File: config.mk
export PLATFORM = sky130hd
export DESIGN_NAME = sdw_top
export DESIGN_NICKNAME = d
export VERILOG_FILES = /design/src/logic/sdw_pkg.sv /design/src/logic/sdw_top.sv
export SDC_FILE = /design/constraint.sdc
export NUM_CORES = 1
export LEC_CHECK = 0
export BUFFER_PORTS_ARGS = -buffer_cell sky130_fd_sc_hd__buf_4
export CAP_MARGIN = 10
export CORE_MARGIN = 8
export CORE_UTILIZATION = 55
export CTS_CLUSTER_SIZE = 25
export DETAILED_ROUTE_END_ITERATION = 12
export PLACE_DENSITY = 0.86
export SLEW_MARGIN = 15
export SYNTH_ARGS = -nofsm -noshare
export SYNTH_HDL_FRONTEND = slang
export SYNTH_SLANG_ARGS = --single-unit
File: constraint.sdc
create_clock -name ref_clk -period 6.69 [get_ports ref_clk]
set_input_delay 1.338 -clock ref_clk [delete_from_list [all_inputs] [get_ports ref_clk]]
set_output_delay 1.338 -clock ref_clk [all_outputs]
set_load 0.02 [all_outputs]
File: src/logic/sdw_pkg.sv
/*
  package for the serial dac word input block: widths, codes, pin levels.
  assumes nothing of its surroundings; imported by sdw_top.
*/
package sdw_pkg;
  // ----------------------------------------------------------------
  // word format
  // ----------------------------------------------------------------
  localparam int SDW_WORD_W = 24;          // converter code width
  localparam int SDW_SHORT_W = 20;         // short word length
  localparam int SDW_PAD_W = SDW_WORD_W - SDW_SHORT_W; // zero fill bits
  localparam logic [23:0] SDW_NEG_FS = 24'h800000; // negative full scale
  localparam logic [23:0] SDW_POS_FS = 24'h7FFFFF; // positive full scale
  localparam logic [23:0] SDW_ZERO = 24'h000000;   // bipolar zero
  // ----------------------------------------------------------------
  // link timing
  // ----------------------------------------------------------------
  localparam int SDW_CLK_MHZ = 250;        // ref_clk rate
  localparam int SDW_BCLK_MAX_MHZ = 25;    // highest bit clock rate
  // fewest ref_clk cycles in one bit clock period (rounded down)
  localparam int SDW_BCLK_MIN_CYC = SDW_CLK_MHZ / SDW_BCLK_MAX_MHZ;
  // ----------------------------------------------------------------
  // pins and states
  // ----------------------------------------------------------------
  localparam logic SDW_LONG_SEL = 1'b1;    // word length pin high: 24 bit
  localparam logic SDW_NORMAL_SEL = 1'b1;  // polarity pin high: normal

  typedef struct packed {
    logic data;                            // serial data
    logic bclk;                            // bit clock
    logic latch;                           // word latch strobe
  } sdw_link_s;

  typedef struct packed {
    logic word_length_select;              // high: 24 bit, low: 20 bit
    logic polarity_select;                 // high: normal, low: inverted
  } sdw_strap_s;

  typedef enum logic [1:0] {
    SDW_IDLE = 2'b00,                      // no transfer waiting
    SDW_WAIT1 = 2'b01,                     // latched, first rise awaited
    SDW_WAIT2 = 2'b10                      // second rise updates output
  } sdw_state_e;
endpackage

File: src/logic/sdw_top.sv
/*
  serial dac word input: shifts serial samples in on the bit clock,
  latches them on the strobe falling edge and presents the code.
  assumes link pins are asynchronous to ref_clk and the bit clock is at
  most a tenth of ref_clk; strap pins are pulled up outside.
*/
// Functional notes
// RL1: samples are two's complement, msb first
// RL2: only last 24 shifted bits are latched
// RL3: code maps linearly, 800000 negative full scale
// RL4: data sampled on each bit clock rise
// RL5: strobe fall copies shift register to latch
// RL6: output updates on second rise after fall
// RL7: bit clock at most 25 MHz
// RL8: far end sends 32-bit frames
// RL9: stopped bit clock keeps shifted bits
// RL10: strobe stays low past next first bit
// RL11: strobe phases longer than one bit period
// RL12: word length pin high 24, low 20
// RL13: unconnected word length pin means 24 bit
// RL14: polarity pin high normal, low inverted
// RL15: unconnected polarity pin means normal
// RL16: 20-bit words zero-fill four low bits
// RL17: inversion negates, saturating negative full scale
`timescale 1ns/10ps
module sdw_top
  import sdw_pkg::*;
(
  // clock and reset
  input wire logic ref_clk,
  input wire logic resetn,
  // serial link from the interpolation filter
  input wire sdw_link_s link_in,
  // static format pins, pulled up outside (see RL13) (see RL15)
  input wire sdw_strap_s strap_in,
  // converter code
  output logic [SDW_WORD_W-1:0] dac_code_q,
  output logic dac_update_q
);
  // ----------------------------------------------------------------
  // synchronisers
  // ----------------------------------------------------------------
  sdw_link_s link_s1_q, link_s2_q, link_s3_q; // s3 holds previous level
  sdw_strap_s strap_s1_q, strap_s2_q;

  // two flops per pin, third stage only for edge finding
  always_ff @(posedge ref_clk or negedge resetn) begin
    if (!resetn) begin
      link_s1_q <= '0;
      link_s2_q <= '0;
      link_s3_q <= '0;
      strap_s1_q <= '1; // pulled-up defaults (see RL13) (see RL15)
      strap_s2_q <= '1;
    end else begin
      link_s1_q <= link_in;
      link_s2_q <= link_s1_q;
      link_s3_q <= link_s2_q;
      strap_s1_q <= strap_in;
      strap_s2_q <= strap_s1_q;
    end
  end

  logic bclk_rise;                        // bit clock rising edge seen
  logic latch_fall;                       // strobe falling edge seen
  assign bclk_rise = link_s2_q.bclk & ~link_s3_q.bclk;
  assign latch_fall = ~link_s2_q.latch & link_s3_q.latch;

  // ----------------------------------------------------------------
  // shift, latch and output path
  // ----------------------------------------------------------------
  logic [SDW_WORD_W-1:0] shift_q, shift_d;   // serial register
  logic [SDW_WORD_W-1:0] latch_q, latch_d;   // parallel register
  logic [SDW_WORD_W-1:0] dac_code_d;
  logic dac_update_d;
  sdw_state_e state_q, state_d;
  logic [SDW_WORD_W-1:0] word_fmt;           // length-formatted sample
  logic [SDW_WORD_W-1:0] word_out;           // phase-applied sample

  // next-state logic for the whole data path
  always_comb begin
    shift_d = shift_q;
    latch_d = latch_q;
    state_d = state_q;
    dac_code_d = dac_code_q;
    dac_update_d = 1'b0;
    word_fmt = latch_q;
    word_out = latch_q;
    // msb enters first and ends on top; shift only on a rise,
    // so a stopped clock simply holds the bits (see RL4) (see RL1) (see RL9)
    if (bclk_rise) begin
      shift_d = {shift_q[SDW_WORD_W-2:0], link_s2_q.data};
    end
    // length select: short words take the low 20 shifted bits (see RL12)
    if (strap_s2_q.word_length_select != SDW_LONG_SEL) begin
      word_fmt = {latch_q[SDW_SHORT_W-1:0], {SDW_PAD_W{1'b0}}}; // see RL16
    end
    // polarity: negation saturates the one code with no opposite
    if (strap_s2_q.polarity_select != SDW_NORMAL_SEL) begin // see RL14
      if (word_fmt == SDW_NEG_FS) begin
        word_out = SDW_POS_FS;            // see RL17
      end else begin
        word_out = SDW_ZERO - word_fmt;   // see RL17
      end
    end else begin
      word_out = word_fmt;
    end
    case (state_q)
      SDW_IDLE: begin
        // a rise in the same sample edge is taken as the shift's own
        if (latch_fall) begin
          latch_d = shift_q;              // last 24 bits (see RL5) (see RL2)
          state_d = SDW_WAIT1;
        end
      end
      SDW_WAIT1: begin
        if (bclk_rise) begin
          state_d = SDW_WAIT2;
        end
      end
      SDW_WAIT2: begin
        if (bclk_rise) begin
          // output code changes on the second rise (see RL6) (see RL3)
          dac_code_d = word_out;
          dac_update_d = 1'b1;
          state_d = SDW_IDLE;
        end
      end
      default: begin
        state_d = SDW_IDLE;
      end
    endcase
  end

  // registers of the data path
  always_ff @(posedge ref_clk or negedge resetn) begin
    if (!resetn) begin
      shift_q <= '0;
      latch_q <= '0;
      state_q <= SDW_IDLE;
      dac_code_q <= SDW_ZERO;             // start at bipolar zero
      dac_update_q <= 1'b0;
    end else begin
      shift_q <= shift_d;
      latch_q <= latch_d;
      state_q <= state_d;
      dac_code_q <= dac_code_d;
      dac_update_q <= dac_update_d;
    end
  end

  // ----------------------------------------------------------------
  // assertions
  // ----------------------------------------------------------------
  update_on_rise_a: assert property ( // see RL6
    @(posedge ref_clk) disable iff (!resetn)
    dac_update_q |-> $past(bclk_rise) && $past(state_q) == SDW_WAIT2)
    else $error("output update not on second bit clock rise");

  latch_takes_shift_a: assert property ( // see RL5
    @(posedge ref_clk) disable iff (!resetn)
    (latch_fall && state_q == SDW_IDLE) |=> latch_q == $past(shift_q))
    else $error("strobe fall did not latch shift register");

  shift_in_msb_a: assert property ( // see RL4
    @(posedge ref_clk) disable iff (!resetn)
    bclk_rise |=> shift_q[0] == $past(link_s2_q.data)
      && shift_q[SDW_WORD_W-1:1] == $past(shift_q[SDW_WORD_W-2:0]))
    else $error("bit not shifted in on bit clock rise");

  hold_when_stopped_a: assert property ( // see RL9
    @(posedge ref_clk) disable iff (!resetn)
    !bclk_rise |=> $stable(shift_q))
    else $error("shift register moved without a bit clock rise");

  code_stable_a: assert property ( // see RL3
    @(posedge ref_clk) disable iff (!resetn)
    !dac_update_q |-> $stable(dac_code_q))
    else $error("output code changed without update");

  short_zero_fill_a: assert property ( // see RL16
    @(posedge ref_clk) disable iff (!resetn)
    (dac_update_q && !$past(strap_s2_q.word_length_select)
      && $past(strap_s2_q.polarity_select))
      |-> dac_code_q[SDW_PAD_W-1:0] == '0)
    else $error("short word low bits not zero");

  invert_sat_a: assert property ( // see RL17
    @(posedge ref_clk) disable iff (!resetn)
    (dac_update_q && !$past(strap_s2_q.polarity_select)
      && $past(strap_s2_q.word_length_select)
      && $past(latch_q) == SDW_NEG_FS) |-> dac_code_q == SDW_POS_FS)
    else $error("inverted negative full scale not saturated");

  normal_pass_a: assert property ( // see RL14
    @(posedge ref_clk) disable iff (!resetn)
    (dac_update_q && $past(strap_s2_q.polarity_select)
      && $past(strap_s2_q.word_length_select))
      |-> dac_code_q == $past(latch_q))
    else $error("normal phase long word not passed unchanged");

  wait_bounded_a: assert property ( // see RL6
    @(posedge ref_clk) disable iff (!resetn)
    (state_q == SDW_WAIT1 && bclk_rise) |=> state_q == SDW_WAIT2)
    else $error("first bit clock rise not counted");

  // short word must land in the upper bits, not only leave zeros below
  short_upper_bits_a: assert property ( // see RL16
    @(posedge ref_clk) disable iff (!resetn)
    (dac_update_q && !$past(strap_s2_q.word_length_select)
      && $past(strap_s2_q.polarity_select))
      |-> dac_code_q[SDW_WORD_W-1:SDW_PAD_W]
        == $past(latch_q[SDW_SHORT_W-1:0]))
    else $error("short word not placed in upper bits");

  // every code other than negative full scale has an exact opposite
  invert_negate_a: assert property ( // see RL17
    @(posedge ref_clk) disable iff (!resetn)
    (dac_update_q && !$past(strap_s2_q.polarity_select)
      && $past(strap_s2_q.word_length_select)
      && $past(latch_q) != SDW_NEG_FS)
      |-> dac_code_q == SDW_ZERO - $past(latch_q))
    else $error("inverted long word not negated");

  // the parallel register moves only on an accepted strobe fall, so a
  // fall while an update is pending cannot disturb the waiting word
  latch_only_on_fall_a: assert property ( // see RL5
    @(posedge ref_clk) disable iff (!resetn)
    !(latch_fall && state_q == SDW_IDLE) |=> $stable(latch_q))
    else $error("parallel register changed without strobe fall");
endmodule // sdw_top

# Word-level counts from Yosys, hierarchy flattened
# Cells that the tools add are included.
# totals
register_bits	87
elab_cells	41
output_inout_bits	25
# op_classes
bitwise_logic	4
muxes	9
n_eq_ne	6
reduce_logical	4
n_addsub	1
# ops
cell	n
$mux 24	3
$eq 24x24->1 const B	1
$sub 1x24->24 const A	1
$mux 2	3
$ne 2x2->1 const B	3
$pmux 2 s3	1
$reduce_and 2->1	2
$reduce_and 3->1	1
$and 1x1->1	2
$eq 2x1->1 const B	1
$eq 2x2->1 const B	1
$logic_not 2->1	1
$mux 1	2
$not 1->1	2

# Longest topological paths before layout
# depth
depth_word	4
mapped_depth	12
ltp_nobuf	7

# Worst setup path before layout
# OpenSTA, ideal clock, no wires.
# synth_path
path_kind	flip-flop to flip-flop
start	reg strap_s2_q[1] (netlist bit)
end	reg dac_code_q[4]
path_slack_ns	3.937
synth_period_minus_slack_ns	2.753
arrival_time_ns	2.671
stages_incl_launch_ff	13
setup_time_ns	0.082
path_buffers	5
path_cell_list	dfstp_2 buf_6 buf_2 buf_2 buf_1 buf_2 nand2_1 ha_1 a21boi_4 a21oi_1 xor2_1 mux2i_1 a31oi_1
# synth_between
elab_chain_cells	4
word_cells_on_any_way	5
classes_between	add/sub: 1; eq/ne: 1; mux: 3
# synth_rtl
item	line_no	text
from (decl)	sdw_top.sv:44	sdw_strap_s strap_s1_q, strap_s2_q;
from (signal assigned)	sdw_top.sv:59	strap_s2_q <= strap_s1_q;
$mux 24 (*)	sdw_top.sv:94	if (strap_s2_q.word_length_select != SDW_LONG_SEL) begin
$sub 1x24->24 / $eq 24x24->1 (equally long branches)	sdw_top.sv:102, sdw_top.sv:99	
$mux 24	sdw_top.sv:99	if (word_fmt == SDW_NEG_FS) begin
$mux 24 (*)	sdw_top.sv:98	if (strap_s2_q.polarity_select != SDW_NORMAL_SEL) begin
to (signal assigned)	sdw_top.sv:146	dac_code_q <= dac_code_d;
to (decl)	sdw_top.sv:37	output logic [SDW_WORD_W-1:0] dac_code_q,
# Mark *: on every way between the ends. The rest lies on a longest branch, timed or not.
# A chain may end at the register's enable or synchronous reset.

# Final worst setup path
# layout_path
start	reg strap_s2_q[1] (netlist bit)
end	reg dac_code_q[21]
# Same word-level chain as after synthesis.

==> impl_metrics.json <==
{
  "min_path_type": "flip-flop to flip-flop",
  "fillerInstances": 605,
  "area.sequential_sq_mm": 0.002182,
  "clk_latency_ns": 0.36,
  "final_net_count": 389,
  "drt_iter0_drc": 115,
  "multi_input_area_sq_mm": 0.001898,
  "most_area_hungry_cell_type_in_the_yosys_netlist": "sky130_fd_sc_hd__dfrtp_1",
  "postLayoutSetupSlackWorst_ns": 3.329,
  "cts_max_level": 3,
  "totalNegativeSetupSlack_ns": 0,
  "pwr-share-comb_pct": 36.2,
  "floorplan.initialDensity_pct": 55.61,
  "grt_start_max_net_pins": 88,
  "synthesis.area_sq_mm": 0.004230,
  "place.gp.congestion": 0.8465,
  "timing.slew.headroom_pct": 28.80,
  "irDropWorstVdd_v": 0.0001536,
  "dpl_hpwl_mm": 5.327,
  "synth_sequential_area_ratio_pct": 51.58,
  "power_frac_seq_pct": 45.7,
  "clock_skew_ns": 0.008348,
  "max_clock_freq_mhz": 297.6,
  "fp.dieArea_sq_mm": 0.01075,
  "io_pins": 32,
  "setup.worst_path.class": "flip-flop to flip-flop",
  "timing.critical_path.fanout_max": 59,
  "mostFrequentLayoutCell": "sky130_fd_sc_hd__dfrtp_1",
  "drc": 0,
  "layout.cells.most_common_list": "sky130_fd_sc_hd__dfrtp_1, sky130_fd_sc_hd__mux2_2, sky130_fd_sc_hd__buf_4",
  "total_setup_violations_reported_at_the_end_of_the_flow": 0,
  "antenna_found_initial": 0,
  "crit_path_end_kind": "flip-flop",
  "synth_edf_count": 0,
  "antenna_violating_nets_post_route": 0,
  "gr-usage-all-layers_pct": 15.51,
  "vias_per_cell": 5.846,
  "tritoncts_clock_tree": "built",
  "grt_pass1_wl_mm": 14.06,
  "detail_route.wl_per_cell_um": 16.10,
  "post-route-cell-area_sq_mm": 0.004672,
  "power.net_switching_uw": 741.8,
  "rsz0062_at_grt": "false",
  "cts-root-to-sink-buffers": 2,
  "synthTopCellsByArea": "sky130_fd_sc_hd__dfrtp_1, sky130_fd_sc_hd__mux2_2, sky130_fd_sc_hd__mux2i_1",
  "vias_in_the_first_global_route": 2858,
  "clk_pin_slew_ns": 0.09,
  "final_cells": 488,
  "synthCells": 363,
  "netSwitchingFraction_pct": 38.42,
  "worst-endpoint-required_ns": 6.96,
  "numClockSinks": 87,
  "antenna_cells_inserted": 0,
  "detailed_place.area_sq_mm": 0.004482,
  "grt_overflow": 0,
  "final_core_util_pct": 61.41,
  "ys_dominant_reg_cell": "sky130_fd_sc_hd__dfrtp_1",
  "drtPass1Iterations": 4,
  "worst_setup_path_start_kind": "flip-flop",
  "routed-via-count": 2853,
  "count_of_buffers_inserted_at_the_top_level_ports": 31,
  "area_growth_pct": 10.44,
  "synth_seq_cells": 87,
  "width_of_the_die_um": 103.7,
  "final_min_period_over_clock_period_pct": 50.24,
  "r2r_slack_ns": 3.33,
  "synth_area_per_cell_sq_um": 11.65,
  "number_of_distinct_standard_cells_referenced_by_the_synthesized_netlist": 56,
  "dp_worst_setup_slack_ns": 3.384,
  "pwr-share-clk_pct": 18.1,
  "cellPowerDensity_mw_per_mm2": 413.2,
  "post_route_cells_drive_above_1_share_pct": 29.53,
  "worst_pin_slew_ns": 1.068,
  "post-place-cells": 472,
  "worst_path_arrival_ns": 3.63,
  "ctsRootBufferMaster": "sky130_fd_sc_hd__clkbuf_8",
  "timing.final.hold_violations": 0,
  "maxSlewViolCount": 0,
  "cellInternalPower_uw": 1189,
  "cts_inserted_buffers": 9,
  "num_rows": 32,
  "postCtsSetupRepairBufs": 0,
  "post-route-min-period_ns": 3.361,
  "floorplan.die.height_um": 103.7,
  "yosys_warnings": 0,
  "timing.max_cap.violations": 0,
  "synth.top_cell.area_share_pct": 49.10,
  "cts-resized-gates": 0,
  "p_leak_uw": 0.002060,
  "fraction_of_synthesis_flops_using_an_asynchronous_set_or_reset_pin_pct": 100.0,
  "coreArea_sq_mm": 0.007607,
  "status": "completed",
  "synthesis.nets": 371,
  "drt_total_wl_mm": 7.857,
  "post_cts_hold_buffer_count": 0
}
## metal layers
layer | GRT usage, % | wire length (um) | up-vias
li1 | - | - | 1368
met1 | 21.05 | 3637 | 1407
met2 | 23.51 | 3627 | 68
met3 | 3.594 | 486 | 10
met4 | 6.101 | 106 | 0
met5 | 0 | 0 | -
## worst max-delay path, cell delays in order, from the launching register on
cell and delay [ns]:
sky130_fd_sc_hd__dfstp_2 1.25, sky130_fd_sc_hd__or4b_1 0.54, sky130_fd_sc_hd__a222oi_1 0.38, sky130_fd_sc_hd__buf_4 0.24, sky130_fd_sc_hd__nand3_4 0.11, sky130_fd_sc_hd__or3_4 0.51
sky130_fd_sc_hd__a31oi_1 0.23
## state kept, by name, summed over array words and instances (netlist names)
| register | count |
|---|---|
| dac_code_q | 24 |
| dac_update_q | 1 |
| latch_q | 24 |
| link_s1_q | 3 |
| link_s2_q | 3 |
| link_s3_q | 2 |
| shift_q | 24 |
| state_q | 2 |
| strap_s1_q | 2 |
| strap_s2_q | 2 |
## path summary, 6_finish.rpt
kind / end / startpoint / cells past startpoint
max in group asynchronous: latch_q[19] / resetn / 1
min: link_s2_q[1] / link_s1_q[1] / 0
min in group asynchronous: link_s1_q[1] / resetn / 1
min reg2reg: link_s2_q[1] / link_s1_q[1] / 0
max reg2reg: dac_code_q[21] / strap_s2_q[1] / 6
max: dac_code_q[21] / strap_s2_q[1] / 6
## synth_stat cells, types with 4 or more instances
cell type and number:
sky130_fd_sc_hd__clkbuf_1 15, sky130_fd_sc_hd__or4_1 6, sky130_fd_sc_hd__o21ai_0 8, sky130_fd_sc_hd__or3_1 4
sky130_fd_sc_hd__or4b_1 7, sky130_fd_sc_hd__xor2_1 15, sky130_fd_sc_hd__dfstp_2 4, sky130_fd_sc_hd__inv_1 5
sky130_fd_sc_hd__a21oi_1 13, sky130_fd_sc_hd__nand2_1 14, sky130_fd_sc_hd__mux2_2 48, sky130_fd_sc_hd__a31oi_1 24
sky130_fd_sc_hd__buf_6 4, sky130_fd_sc_hd__dfrtp_1 83, sky130_fd_sc_hd__nor3_1 4, sky130_fd_sc_hd__buf_2 4
sky130_fd_sc_hd__nor2_1 32, sky130_fd_sc_hd__mux2i_1 18
## layout make-up
type / count / area share (%)
Clock buffer: 10 / 2.946
Multi-Input combinational cell: 244 / 40.63
Sequential cell: 87 / 46.71
Inverter: 5 / 0.4017
Timing Repair Buffer: 34 / 5.463
Tap cell: 102 / 2.732
Clock inverter: 6 / 1.125
## cell families (layout without fill, tap and decap cells)
group / Yosys count / count (layout) / share of synthesized area, %
multiplexers: 67 / 67 / 17.30
XOR/XNOR: 18 / 18 / 3.727
AND/OR/NAND/NOR: 86 / 86 / 11.33
buffers and inverters: 32 / 55 / 3.756
flip-flops: 87 / 87 / 51.58
AO/OA/AOI/OAI: 72 / 72 / 12.01
adder cells (fa/ha/maj): 1 / 1 / 0.2957
## power by group through the flow
stage	registers, uW	logic, uW	clock network, uW
final	882	700	349
after global routing	913	775	381
after detailed placement	890	704	0
after floorplan	900	442	0
after global placement	874	685	0
after CTS	881	708	356
## per-stage QoR
| step | hold slack [ns] | total power (uW) |
|---|---|---|
| 6_report | 0.3543 | 1931 |
| 2_1_floorplan | 0.3312 | 1342 |
| 5_1_grt | 0.3557 | 2069 |
| 3_5_place_dp | 0.3358 | 1594 |
| 3_3_place_gp | 0.3335 | 1558 |
| 4_1_cts | 0.3582 | 1946 |
(Power assumes the default switching activity.)
